File: config.mk
export PLATFORM = sky130hd
export DESIGN_NAME = failsafe_window_watchdog
export DESIGN_NICKNAME = d
export VERILOG_FILES = /design/src/core/fsw_pkg.sv /design/src/core/fsw_supply_monitor.sv /design/src/core/failsafe_window_watchdog.sv
export SDC_FILE = /design/constraint.sdc
export NUM_CORES = 1
export LEC_CHECK = 0
export BUFFER_PORTS_ARGS = -buffer_cell sky130_fd_sc_hd__buf_2
export CAP_MARGIN = 30
export CELL_PAD_IN_SITES_DETAIL_PLACEMENT = 1
export CELL_PAD_IN_SITES_GLOBAL_PLACEMENT = 1
export CORE_MARGIN = 1.5
export CORE_UTILIZATION = 46
export CTS_CLUSTER_SIZE = 30
export DETAILED_ROUTE_END_ITERATION = 16
export PLACE_DENSITY = 0.71
export SYNTH_ARGS = -nofsm -noshare
export SYNTH_HDL_FRONTEND = slang
export SYNTH_HIERARCHICAL = 1
export SYNTH_SLANG_ARGS = --single-unit
export TNS_END_PERCENT = 10
File: constraint.sdc
create_clock -name i_ref_clk -period 4.7 [get_ports i_ref_clk]
set_input_delay 0.705 -clock i_ref_clk [delete_from_list [all_inputs] [get_ports i_ref_clk]]
set_output_delay 0.705 -clock i_ref_clk [all_outputs]
set_load 0.005 [all_outputs]
File: src/core/fsw_pkg.sv
// Purpose: Constants for the fail-safe window watchdog.
// Assumes: Time base clock comes from an external RC on a pin, sampled by the 100 MHz clock.
// Notes: Window edges are in time base clocks.
// Function
// - Trigger rising edge clears interval counter and clocks the up/down counter.
// - Up/down counter saturates between zero and three.
// - Good trigger adds one, bad trigger subtracts one.
// - Counter at three sets good flag and releases enable.
// - Counter decremented to zero clears good flag and asserts enable.
// - No trigger within 250 time base clocks clears the counter at once.
// - Missing trigger also clears the good flag.
// - Good flag shifts the window by one time base clock.
// - Stopped time base raises failure after timeout, clearing counter and flag.
// - Power-on or supply fault resets the watchdog to its initial state.
// - Initial state is count zero with fault status.
// - Time base runs at 100 times the trigger rate.
// - Period inside window is good, too short or too long is bad.
// - Normal supply: relay follows request, reset high, enable inactive.
// - Supply fault: relay off, reset low, enable active.
// - Bad triggering forces relay off and enable active.
// - Request high turns relay on; stuck trigger or RC pins give reset state.
// - Period under 79 to 80 clocks is too fast, 169 to 170 or more too slow.
// - Short supply faults ignored; long ones start a restartable reset delay.
package fsw_pkg;
   localparam int unsigned CLK_HZ = 100_000_000;
   localparam int unsigned TB_RATIO = 100;
   localparam logic [8:0] WIN_LOW = 9'h04F;
   localparam logic [8:0] WIN_HIGH = 9'h0A9;
   localparam logic [8:0] WIN_MISS = 9'h0FA;
   localparam logic [1:0] CNT_MIN = 2'h0;
   localparam logic [1:0] CNT_MAX = 2'h3;
   localparam int unsigned OSC_TIMEOUT_US = 1000;
   localparam int unsigned OSC_TIMEOUT_CYC = OSC_TIMEOUT_US * (CLK_HZ / 1_000_000);
   localparam int unsigned DEBOUNCE_NS = 10_000;
   localparam int unsigned DEBOUNCE_CYC = DEBOUNCE_NS / 10;
   localparam int unsigned RST_DELAY_US = 1000;
   localparam int unsigned RST_DELAY_CYC = RST_DELAY_US * (CLK_HZ / 1_000_000);
endpackage

File: src/core/fsw_supply_monitor.sv
// Purpose: Debounces the supply fault level and stretches it into a reset delay.
// Assumes: i_fault is already synchronised.
// Notes: A fault that outlasts the debounce time during the delay restarts the delay.
`timescale 1ns/1ps
module fsw_supply_monitor #(
   parameter int unsigned DEB_CYC = 1000,
   parameter int unsigned DLY_CYC = 100000
) (
   // Clock and reset
   input wire logic i_ref_clk,
   input wire logic i_reset_n,
   // Fault in, hold out
   input wire logic i_fault,
   output logic o_hold
);
   initial begin
      if (DEB_CYC < 1 || DLY_CYC < 1) $error("bad supply monitor counts");
   end
   logic [31:0] deb_r;
   logic [31:0] dly_r;
   logic hold_r;
   assign o_hold = hold_r;
   ////////////////////////////////////////////////////////////////////////////
   // Pulses shorter than the debounce time never reach the delay.
   always_ff @(posedge i_ref_clk or negedge i_reset_n) begin
      if (!i_reset_n) begin
         deb_r <= 32'h0;
      end else if (!i_fault) begin
         deb_r <= 32'h0;
      end else if (deb_r < DEB_CYC) begin
         deb_r <= deb_r + 32'h1;
      end
   end
   always_ff @(posedge i_ref_clk or negedge i_reset_n) begin
      if (!i_reset_n) begin
         dly_r <= 32'h0;
         hold_r <= 1'b1;
      end else if (deb_r >= DEB_CYC) begin
         dly_r <= 32'h0;
         hold_r <= 1'b1;
      end else if (hold_r) begin
         if (dly_r >= DLY_CYC - 1) begin
            hold_r <= 1'b0;
         end else begin
            dly_r <= dly_r + 32'h1;
         end
      end
   end
   a_hold_on_fault: assert property (@(posedge i_ref_clk) disable iff (!i_reset_n)
      (deb_r >= DEB_CYC) |=> hold_r) else $error("hold not raised");
endmodule

File: src/core/failsafe_window_watchdog.sv
// Purpose: Window watchdog with relay gate, enable and reset outputs.
// Assumes: Pin inputs are asynchronous to i_ref_clk and are synchronised here.
// Notes: Enable and relay outputs are open drain, modelled as data plus enable.
`timescale 1ns/1ps
module failsafe_window_watchdog
   import fsw_pkg::*;
#(
   parameter int unsigned OSC_TO_CYC = fsw_pkg::OSC_TIMEOUT_CYC,
   parameter int unsigned DEB_CYC = fsw_pkg::DEBOUNCE_CYC,
   parameter int unsigned DLY_CYC = fsw_pkg::RST_DELAY_CYC
) (
   // Clock and reset
   input wire logic i_ref_clk,
   input wire logic i_reset_n,
   // Pins from the microcontroller and the RC
   input wire logic i_trigger_in,
   input wire logic i_relay_request_in,
   input wire logic i_rc_timebase_pin,
   // Supply fault from the analog comparators
   input wire logic i_supply_fault,
   // Outputs
   output logic o_reset_n,
   output logic o_enable_n,
   output logic o_enable_oe_n,
   output logic o_relay_on,
   output logic o_relay_oe_n,
   output logic o_watchdog_good_flag,
   output logic [1:0] o_updown_count
);
   import fsw_pkg::*;
   initial begin
      if (OSC_TO_CYC < 2 || DEB_CYC < 1 || DLY_CYC < 1) $error("bad watchdog parameters");
      if (WIN_LOW >= WIN_HIGH || WIN_HIGH >= WIN_MISS) begin
         $error("bad window edges");
      end
   end
   ////////////////////////////////////////////////////////////////////////////
   // Two-stage synchronisers for every pin input.
   localparam int unsigned N_PINS = 4;
   logic [N_PINS-1:0] pin_in;
   wire logic [N_PINS-1:0] sync2_r;
   assign pin_in = {i_supply_fault, i_rc_timebase_pin, i_relay_request_in, i_trigger_in};
   for (genvar g = 0; g < N_PINS; g++) begin : g_sync
      logic s1_r;
      logic s2_r;
      always_ff @(posedge i_ref_clk or negedge i_reset_n) begin
         if (!i_reset_n) begin
            s1_r <= 1'b0;
            s2_r <= 1'b0;
         end else begin
            s1_r <= pin_in[g];
            s2_r <= s1_r;
         end
      end
      assign sync2_r[g] = s2_r;
   end
   logic trig_s;
   logic req_s;
   logic tb_s;
   logic fault_s;
   assign trig_s = sync2_r[0];
   assign req_s = sync2_r[1];
   assign tb_s = sync2_r[2];
   assign fault_s = sync2_r[3];
   logic trig_d_r;
   logic tb_d_r;
   always_ff @(posedge i_ref_clk or negedge i_reset_n) begin
      if (!i_reset_n) begin
         trig_d_r <= 1'b0;
         tb_d_r <= 1'b0;
      end else begin
         trig_d_r <= trig_s;
         tb_d_r <= tb_s;
      end
   end
   logic trig_edge;
   logic tb_tick;
   assign trig_edge = trig_s & ~trig_d_r;
   assign tb_tick = tb_s & ~tb_d_r;
   ////////////////////////////////////////////////////////////////////////////
   // Supply monitor holds the watchdog in its initial state.
   logic supply_hold;
   fsw_supply_monitor #(
      .DEB_CYC(DEB_CYC),
      .DLY_CYC(DLY_CYC)
   ) u_supply (
      .i_ref_clk(i_ref_clk),
      .i_reset_n(i_reset_n),
      .i_fault(fault_s),
      .o_hold(supply_hold)
   );
   ////////////////////////////////////////////////////////////////////////////
   // Time base failure detection on the system clock, so a dead RC is still seen.
   logic [31:0] osc_to_r;
   logic timebase_fail_input;
   always_ff @(posedge i_ref_clk or negedge i_reset_n) begin
      if (!i_reset_n) begin
         osc_to_r <= 32'h0;
      end else if (tb_tick) begin
         osc_to_r <= 32'h0;
      end else if (osc_to_r < OSC_TO_CYC) begin
         osc_to_r <= osc_to_r + 32'h1;
      end
   end
   assign timebase_fail_input = (osc_to_r >= OSC_TO_CYC);
   ////////////////////////////////////////////////////////////////////////////
   // Trigger interval counter in time base clocks, saturating at the miss point.
   logic [8:0] interval_r;
   logic miss;
   assign miss = (interval_r >= WIN_MISS);
   always_ff @(posedge i_ref_clk or negedge i_reset_n) begin
      if (!i_reset_n) begin
         interval_r <= 9'h000;
      end else if (supply_hold || trig_edge) begin
         interval_r <= 9'h000;
      end else if (tb_tick && !miss) begin
         interval_r <= interval_r + 9'h001;
      end
   end
   ////////////////////////////////////////////////////////////////////////////
   // Window judgement; the good flag pushes both edges one clock later.
   logic good_r;
   logic [8:0] lo_edge;
   logic [8:0] hi_edge;
   logic in_window;
   assign lo_edge = good_r ? WIN_LOW + 9'h001 : WIN_LOW;
   assign hi_edge = good_r ? WIN_HIGH + 9'h001 : WIN_HIGH;
   assign in_window = (interval_r >= lo_edge) && (interval_r < hi_edge);
   ////////////////////////////////////////////////////////////////////////////
   // Saturating up/down counter.
   logic [1:0] count_r;
   logic clear_all;
   assign clear_all = supply_hold || timebase_fail_input || miss;
   always_ff @(posedge i_ref_clk or negedge i_reset_n) begin
      if (!i_reset_n) begin
         count_r <= CNT_MIN;
      end else if (clear_all) begin
         count_r <= CNT_MIN;
      end else if (trig_edge) begin
         if (in_window) begin
            if (count_r != CNT_MAX) begin
               count_r <= count_r + 2'h1;
            end
         end else if (count_r != CNT_MIN) begin
            count_r <= count_r - 2'h1;
         end
      end
   end
   // Set/reset flag: set at three, cleared at zero or on any fault.
   always_ff @(posedge i_ref_clk or negedge i_reset_n) begin
      if (!i_reset_n) begin
         good_r <= 1'b0;
      end else if (clear_all) begin
         good_r <= 1'b0;
      end else if (count_r == CNT_MAX) begin
         good_r <= 1'b1;
      end else if (count_r == CNT_MIN) begin
         good_r <= 1'b0;
      end
   end
   ////////////////////////////////////////////////////////////////////////////
   // Output stage registered; relay only follows request while all is well.
   logic reset_out_r;
   logic enable_r;
   logic relay_r;
   always_ff @(posedge i_ref_clk or negedge i_reset_n) begin
      if (!i_reset_n) begin
         reset_out_r <= 1'b0;
         enable_r <= 1'b0;
         relay_r <= 1'b0;
      end else begin
         reset_out_r <= ~supply_hold;
         enable_r <= good_r & ~supply_hold;
         relay_r <= req_s & good_r & ~supply_hold;
      end
   end
   assign o_reset_n = reset_out_r;
   assign o_enable_n = enable_r;
   assign o_enable_oe_n = enable_r;
   assign o_relay_on = relay_r;
   assign o_relay_oe_n = ~relay_r;
   assign o_watchdog_good_flag = good_r;
   assign o_updown_count = count_r;
   ////////////////////////////////////////////////////////////////////////////
   // Saturation is checked on real trigger edges, since a two-bit range check proves nothing.
   a_sat_high: assert property (@(posedge i_ref_clk) disable iff (!i_reset_n)
      (trig_edge && in_window && !clear_all && count_r == CNT_MAX)
      |=> count_r == CNT_MAX)
      else $error("counter wrapped above three");

   a_sat_low: assert property (@(posedge i_ref_clk) disable iff (!i_reset_n)
      (trig_edge && !in_window && count_r == CNT_MIN)
      |=> count_r == CNT_MIN)
      else $error("counter wrapped below zero");

   a_edge_clears: assert property (@(posedge i_ref_clk) disable iff (!i_reset_n)
      trig_edge
      |=> interval_r == 9'h000)
      else $error("interval not cleared");

   a_tick_counts: assert property (@(posedge i_ref_clk) disable iff (!i_reset_n)
      (tb_tick && !trig_edge && !supply_hold && !miss)
      |=> interval_r == $past(interval_r) + 9'h001)
      else $error("interval did not count");

   a_miss_clears: assert property (@(posedge i_ref_clk) disable iff (!i_reset_n)
      miss
      |=> (count_r == CNT_MIN) && !good_r)
      else $error("miss not handled");

   a_good_at_max: assert property (@(posedge i_ref_clk) disable iff (!i_reset_n)
      (count_r == CNT_MAX && !clear_all)
      |=> good_r)
      else $error("flag not set");

   a_good_holds: assert property (@(posedge i_ref_clk) disable iff (!i_reset_n)
      (good_r && count_r != CNT_MIN && !clear_all)
      |=> good_r)
      else $error("flag dropped early");

   a_good_cleared: assert property (@(posedge i_ref_clk) disable iff (!i_reset_n)
      (count_r == CNT_MIN)
      |=> !good_r)
      else $error("flag not cleared");

   a_osc_fail: assert property (@(posedge i_ref_clk) disable iff (!i_reset_n)
      timebase_fail_input
      |=> count_r == CNT_MIN)
      else $error("osc fail ignored");

   a_fail_flag: assert property (@(posedge i_ref_clk) disable iff (!i_reset_n)
      timebase_fail_input
      |=> !good_r)
      else $error("osc fail kept flag");

   a_osc_timeout: assert property (@(posedge i_ref_clk) disable iff (!i_reset_n)
      (!tb_tick && osc_to_r == 32'(OSC_TO_CYC - 1))
      |=> timebase_fail_input)
      else $error("osc timeout missed");

   a_up_step: assert property (@(posedge i_ref_clk) disable iff (!i_reset_n)
      (trig_edge && in_window && !clear_all && count_r != CNT_MAX)
      |=> count_r == $past(count_r) + 2'h1)
      else $error("no increment");

   a_down_step: assert property (@(posedge i_ref_clk) disable iff (!i_reset_n)
      (trig_edge && !in_window && !clear_all && count_r != CNT_MIN)
      |=> count_r == $past(count_r) - 2'h1)
      else $error("no decrement");

   a_good_mid: assert property (@(posedge i_ref_clk) disable iff (!i_reset_n)
      (trig_edge && !clear_all && interval_r > WIN_LOW && interval_r < WIN_HIGH
      && count_r != CNT_MAX)
      |=> count_r == $past(count_r) + 2'h1)
      else $error("good period not counted");

   a_fast_bad: assert property (@(posedge i_ref_clk) disable iff (!i_reset_n)
      (trig_edge && !clear_all && interval_r < WIN_LOW && count_r != CNT_MIN)
      |=> count_r == $past(count_r) - 2'h1)
      else $error("fast trigger not bad");

   a_slow_bad: assert property (@(posedge i_ref_clk) disable iff (!i_reset_n)
      (trig_edge && !clear_all && interval_r > WIN_HIGH && count_r != CNT_MIN)
      |=> count_r == $past(count_r) - 2'h1)
      else $error("slow trigger not bad");

   a_hold_clears: assert property (@(posedge i_ref_clk) disable iff (!i_reset_n)
      supply_hold
      |=> count_r == CNT_MIN && !good_r && interval_r == 9'h000)
      else $error("supply hold kept state");

   a_relay_gate: assert property (@(posedge i_ref_clk) disable iff (!i_reset_n)
      (supply_hold || !good_r)
      |=> !relay_r)
      else $error("relay not forced off");

   a_relay_follow: assert property (@(posedge i_ref_clk) disable iff (!i_reset_n)
      (req_s && good_r && !supply_hold)
      |=> relay_r)
      else $error("relay did not follow");

   a_relay_req_off: assert property (@(posedge i_ref_clk) disable iff (!i_reset_n)
      !req_s
      |=> !relay_r)
      else $error("relay on without request");

   a_enable_follow: assert property (@(posedge i_ref_clk) disable iff (!i_reset_n)
      (good_r && !supply_hold)
      |=> enable_r)
      else $error("enable not released");

   a_enable_drop: assert property (@(posedge i_ref_clk) disable iff (!i_reset_n)
      !good_r
      |=> !enable_r)
      else $error("enable not active");

   a_reset_high: assert property (@(posedge i_ref_clk) disable iff (!i_reset_n)
      !supply_hold
      |=> reset_out_r)
      else $error("reset out stuck low");

   a_supply_out: assert property (@(posedge i_ref_clk) disable iff (!i_reset_n)
      supply_hold
      |=> !reset_out_r && !enable_r)
      else $error("supply outputs wrong");

   a_hyst_edge: assert property (@(posedge i_ref_clk) disable iff (!i_reset_n)
      good_r
      |-> lo_edge == WIN_LOW + 9'h001 && hi_edge == WIN_HIGH + 9'h001)
      else $error("window not shifted");

   a_hyst_free: assert property (@(posedge i_ref_clk) disable iff (!i_reset_n)
      !good_r
      |-> lo_edge == WIN_LOW && hi_edge == WIN_HIGH)
      else $error("window shifted while bad");

endmodule

==> results.ini <==
[power]
max-vdd-ir-drop_uv = 267
powerDensity_mw_per_mm2 = 402
p_total_w = 0.00250
p_leak_nw = 2.87

[global_routing]
grt_start_max_net_pins = 58
antenna_found_initial = 0
grtUsageTotal_pct = 21.1
grt_overflow = 0
met1_usage_pct = 26.7
grt_pass1_wl_mm = 20.8
grt_pass1_vias = 4187
globalRouteMet3Util_pct = 5.93
grt-busiest-layer = met2
met2_usage_pct = 35.1

[logic_synthesis]
syn_nets = 520
synth_top_area_share_pct = 55.9
yosys_most_used_dff = dfrtp_1
yosys_warnings = 6
ys_ff_latch = 122
synth_area_sq_mm = 0.00542
seq_area_frac_synth_pct = 56.4
syn_inst = 501
synth_edf_count = 0
synth_top_area_cell = dfrtp_1
avgSynthCellArea_sq_um = 10.8
synthTopCellsByArea = dfrtp_1 (56%), and2_1 (6.1%), a21oi_1 (3.1%)
async_flop_share_pct = 100
synth_cell_type_count = 53

[flow_run]
maxCapViolCount = 0

[drt]
wl_mm = 11.6
wl_per_cell_um = 17.3
vias_per_cell = 5.70
dr.pass1.iters = 4
vias = 3839
route.detailed.drc = 0
drtIter0Drc = 196
ant_nets = 0

[finish]
layout_common_cells = dfrtp_1 (121), and2_1 (53), a21oi_1 (34), nor2_1 (32), nand2_1 (29)
syn2layout_area_growth_pct = 14.6
multi_input_area_sq_mm = 0.00223
final_common_cell = dfrtp_1
nets = 536
regArea_sq_mm = 0.00305
fillers = 1205
finalNonFillerCells = 673
drive_above_1_share_pct = 12.3
diodes = 0

[worst_setup_path]
r2r_end = osc_to_r[13]$_DFFE_PN0P_
path_cells = or4_1 > nor4_2 > nand4_1 > or4_1 > a21oi_1
arrival_ps = 3080
r2r_cells = 5
cpMostUsedCell = or4_1
cp_slowest_stage_delay_ps = 730
path_buf_inv = 0
r2r_setup_slack_ps = 1960
crit_type = reg -> reg
cpMaxStageDelayCell = or4_1
path_delay_family = simple AND/OR/NAND/NOR gates
cp_max_fo = 20
crit_path_end_kind = flop
required_ps = 5040
r2r-start = osc_to_r[22]$_DFFE_PN0P_
worst_setup_path_start_kind = flop

[cts]
clock_latency_ps = 420
cts_setup_buffers = 0
ctsResizeCount = 0
ctsHoldBuffers = 0
cts_buffers = 17
cts_tree = built
clk_pin_slew_worst_paths_ps = 60
h-tree-depth = 4
clockBufferDepth = 2
cts_sinks = 122
root_buffer = clkbuf_16

[floorplanning]
die_area_sq_mm = 0.0124
rows = 39
start_util_pct = 47.2
ios = 14
die_x_um = 112
die_h_um = 112
fp.coreArea_sq_mm = 0.0115

[placed_design]
place.gp.congestion = 0.769
dp_hpwl_mm = 7.39
dp_cells = 640
io_buffers = 13

[run_status]
status = finished, final reports clean

[timing]
slew-limit-headroom_pct = 46.9
period_needed_ps = 2740
final-setup-viol-count = 0
worst_pin_slew_ps = 797
clock_skew_ps = 9.98
finalCritPeriodShare_pct = 58.3
tns_ps = 0
hold_viol_final = 0
rsz0062_at_grt = no
final-max-slew-violation-count = 0
fmax_ghz = 0.365

[hold_path]
hp-class = in -> async

-- per-stage QoR --
step / hold WS, ps / area [sq um] / setup WS (ps) / util [%]
after floorplan: 331 / 5420 / 2630 / -
after global placement: 332 / 5600 / 2110 / 48.8
after detailed placement: 342 / 5610 / 2010 / 48.9
after CTS: 355 / 6200 / 1980 / 54.1
after global routing: 364 / 6210 / 1710 / 54.1
final: 351 / 6210 / 1960 / 54.1
-- Yosys cell counts (all sizes together) (14+ instances only) --
master,count
nand3,18
nor4,16
dfrtp,121
or4,17
a21oi,34
nand2,29
o21ai,16
nor2,32
or3,14
and2,54
clkbuf,18
-- report_power, final --
part | switching [W] | leakage (nW) | internal, W
combinational | 0.0000598 | 0.923 | 0.0000351
sequential | 0.0000267 | 1.66 | 0.00107
clock | 0.000513 | 0.283 | 0.000790
-- worst max path at each step --
stage,end,cells past startpoint,startpoint,slack (ps)
final,osc_to_r[13]$_DFFE_PN0P_,5,osc_to_r[22]$_DFFE_PN0P_,1960
after global routing,osc_to_r[13]$_DFFE_PN0P_,5,osc_to_r[22]$_DFFE_PN0P_,1710
after global placement,osc_to_r[13]$_DFFE_PN0P_,5,osc_to_r[22]$_DFFE_PN0P_,2110
after CTS,osc_to_r[15]$_DFFE_PN0P_,5,osc_to_r[22]$_DFFE_PN0P_,1980
after detailed placement,osc_to_r[13]$_DFFE_PN0P_,5,osc_to_r[14]$_DFFE_PN0P_,2010
after floorplan,osc_to_r[15]$_DFFE_PN0P_,6,osc_to_r[14]$_DFFE_PN0P_,2630
-- per-layer routing --
metal	part of all wire, %	up-vias
met5	0	-
met4	1.1	0
met3	2.0	10
met2	51	19
met1	46	1979
li1	-	1831
-- sequential cells by signal, indices dropped and copies added, names as in the netlist, 2 cells and up --
register	flops
osc_to_r	32
g_sync.s2_r	3
interval_r	9
u_supply/dly_r	32
o_updown_count	2
u_supply/deb_r	32
g_sync.s1_r	4
-- cell families (layout without fill, tap and decap cells) --
group,count (synthesis),after routing,share of synthesized area (%)
AND/OR/NAND/NOR,230,230,25.5
flip-flops,122,122,56.4
AO/OA/AOI/OAI,85,85,9.79
buffers and inverters,34,63,2.59
XOR/XNOR,16,16,2.59
adder cells (fa/ha/maj),13,13,3.00
multiplexers,1,1,0.185
-- worst register-to-register path, stage by stage, from the launching register on --
cell	delay [ps]
dfrtp_1	370
or4_1	530
nor4_2	230
nand4_1	620
or4_1	740
a21oi_1	160
-- area by class of cell --
| cell class | count | area share (%) |
|---|---|---|
| clock inverter | 15 | 2.66 |
| tap | 143 | 2.88 |
| inverter | 13 | 0.786 |
| clock buffer | 17 | 6.85 |
| multi-input combinational | 345 | 35.9 |
| timing repair buffer | 18 | 1.71 |
| sequential | 122 | 49.2 |
Note: power is estimated with default switching activity, not from simulation.
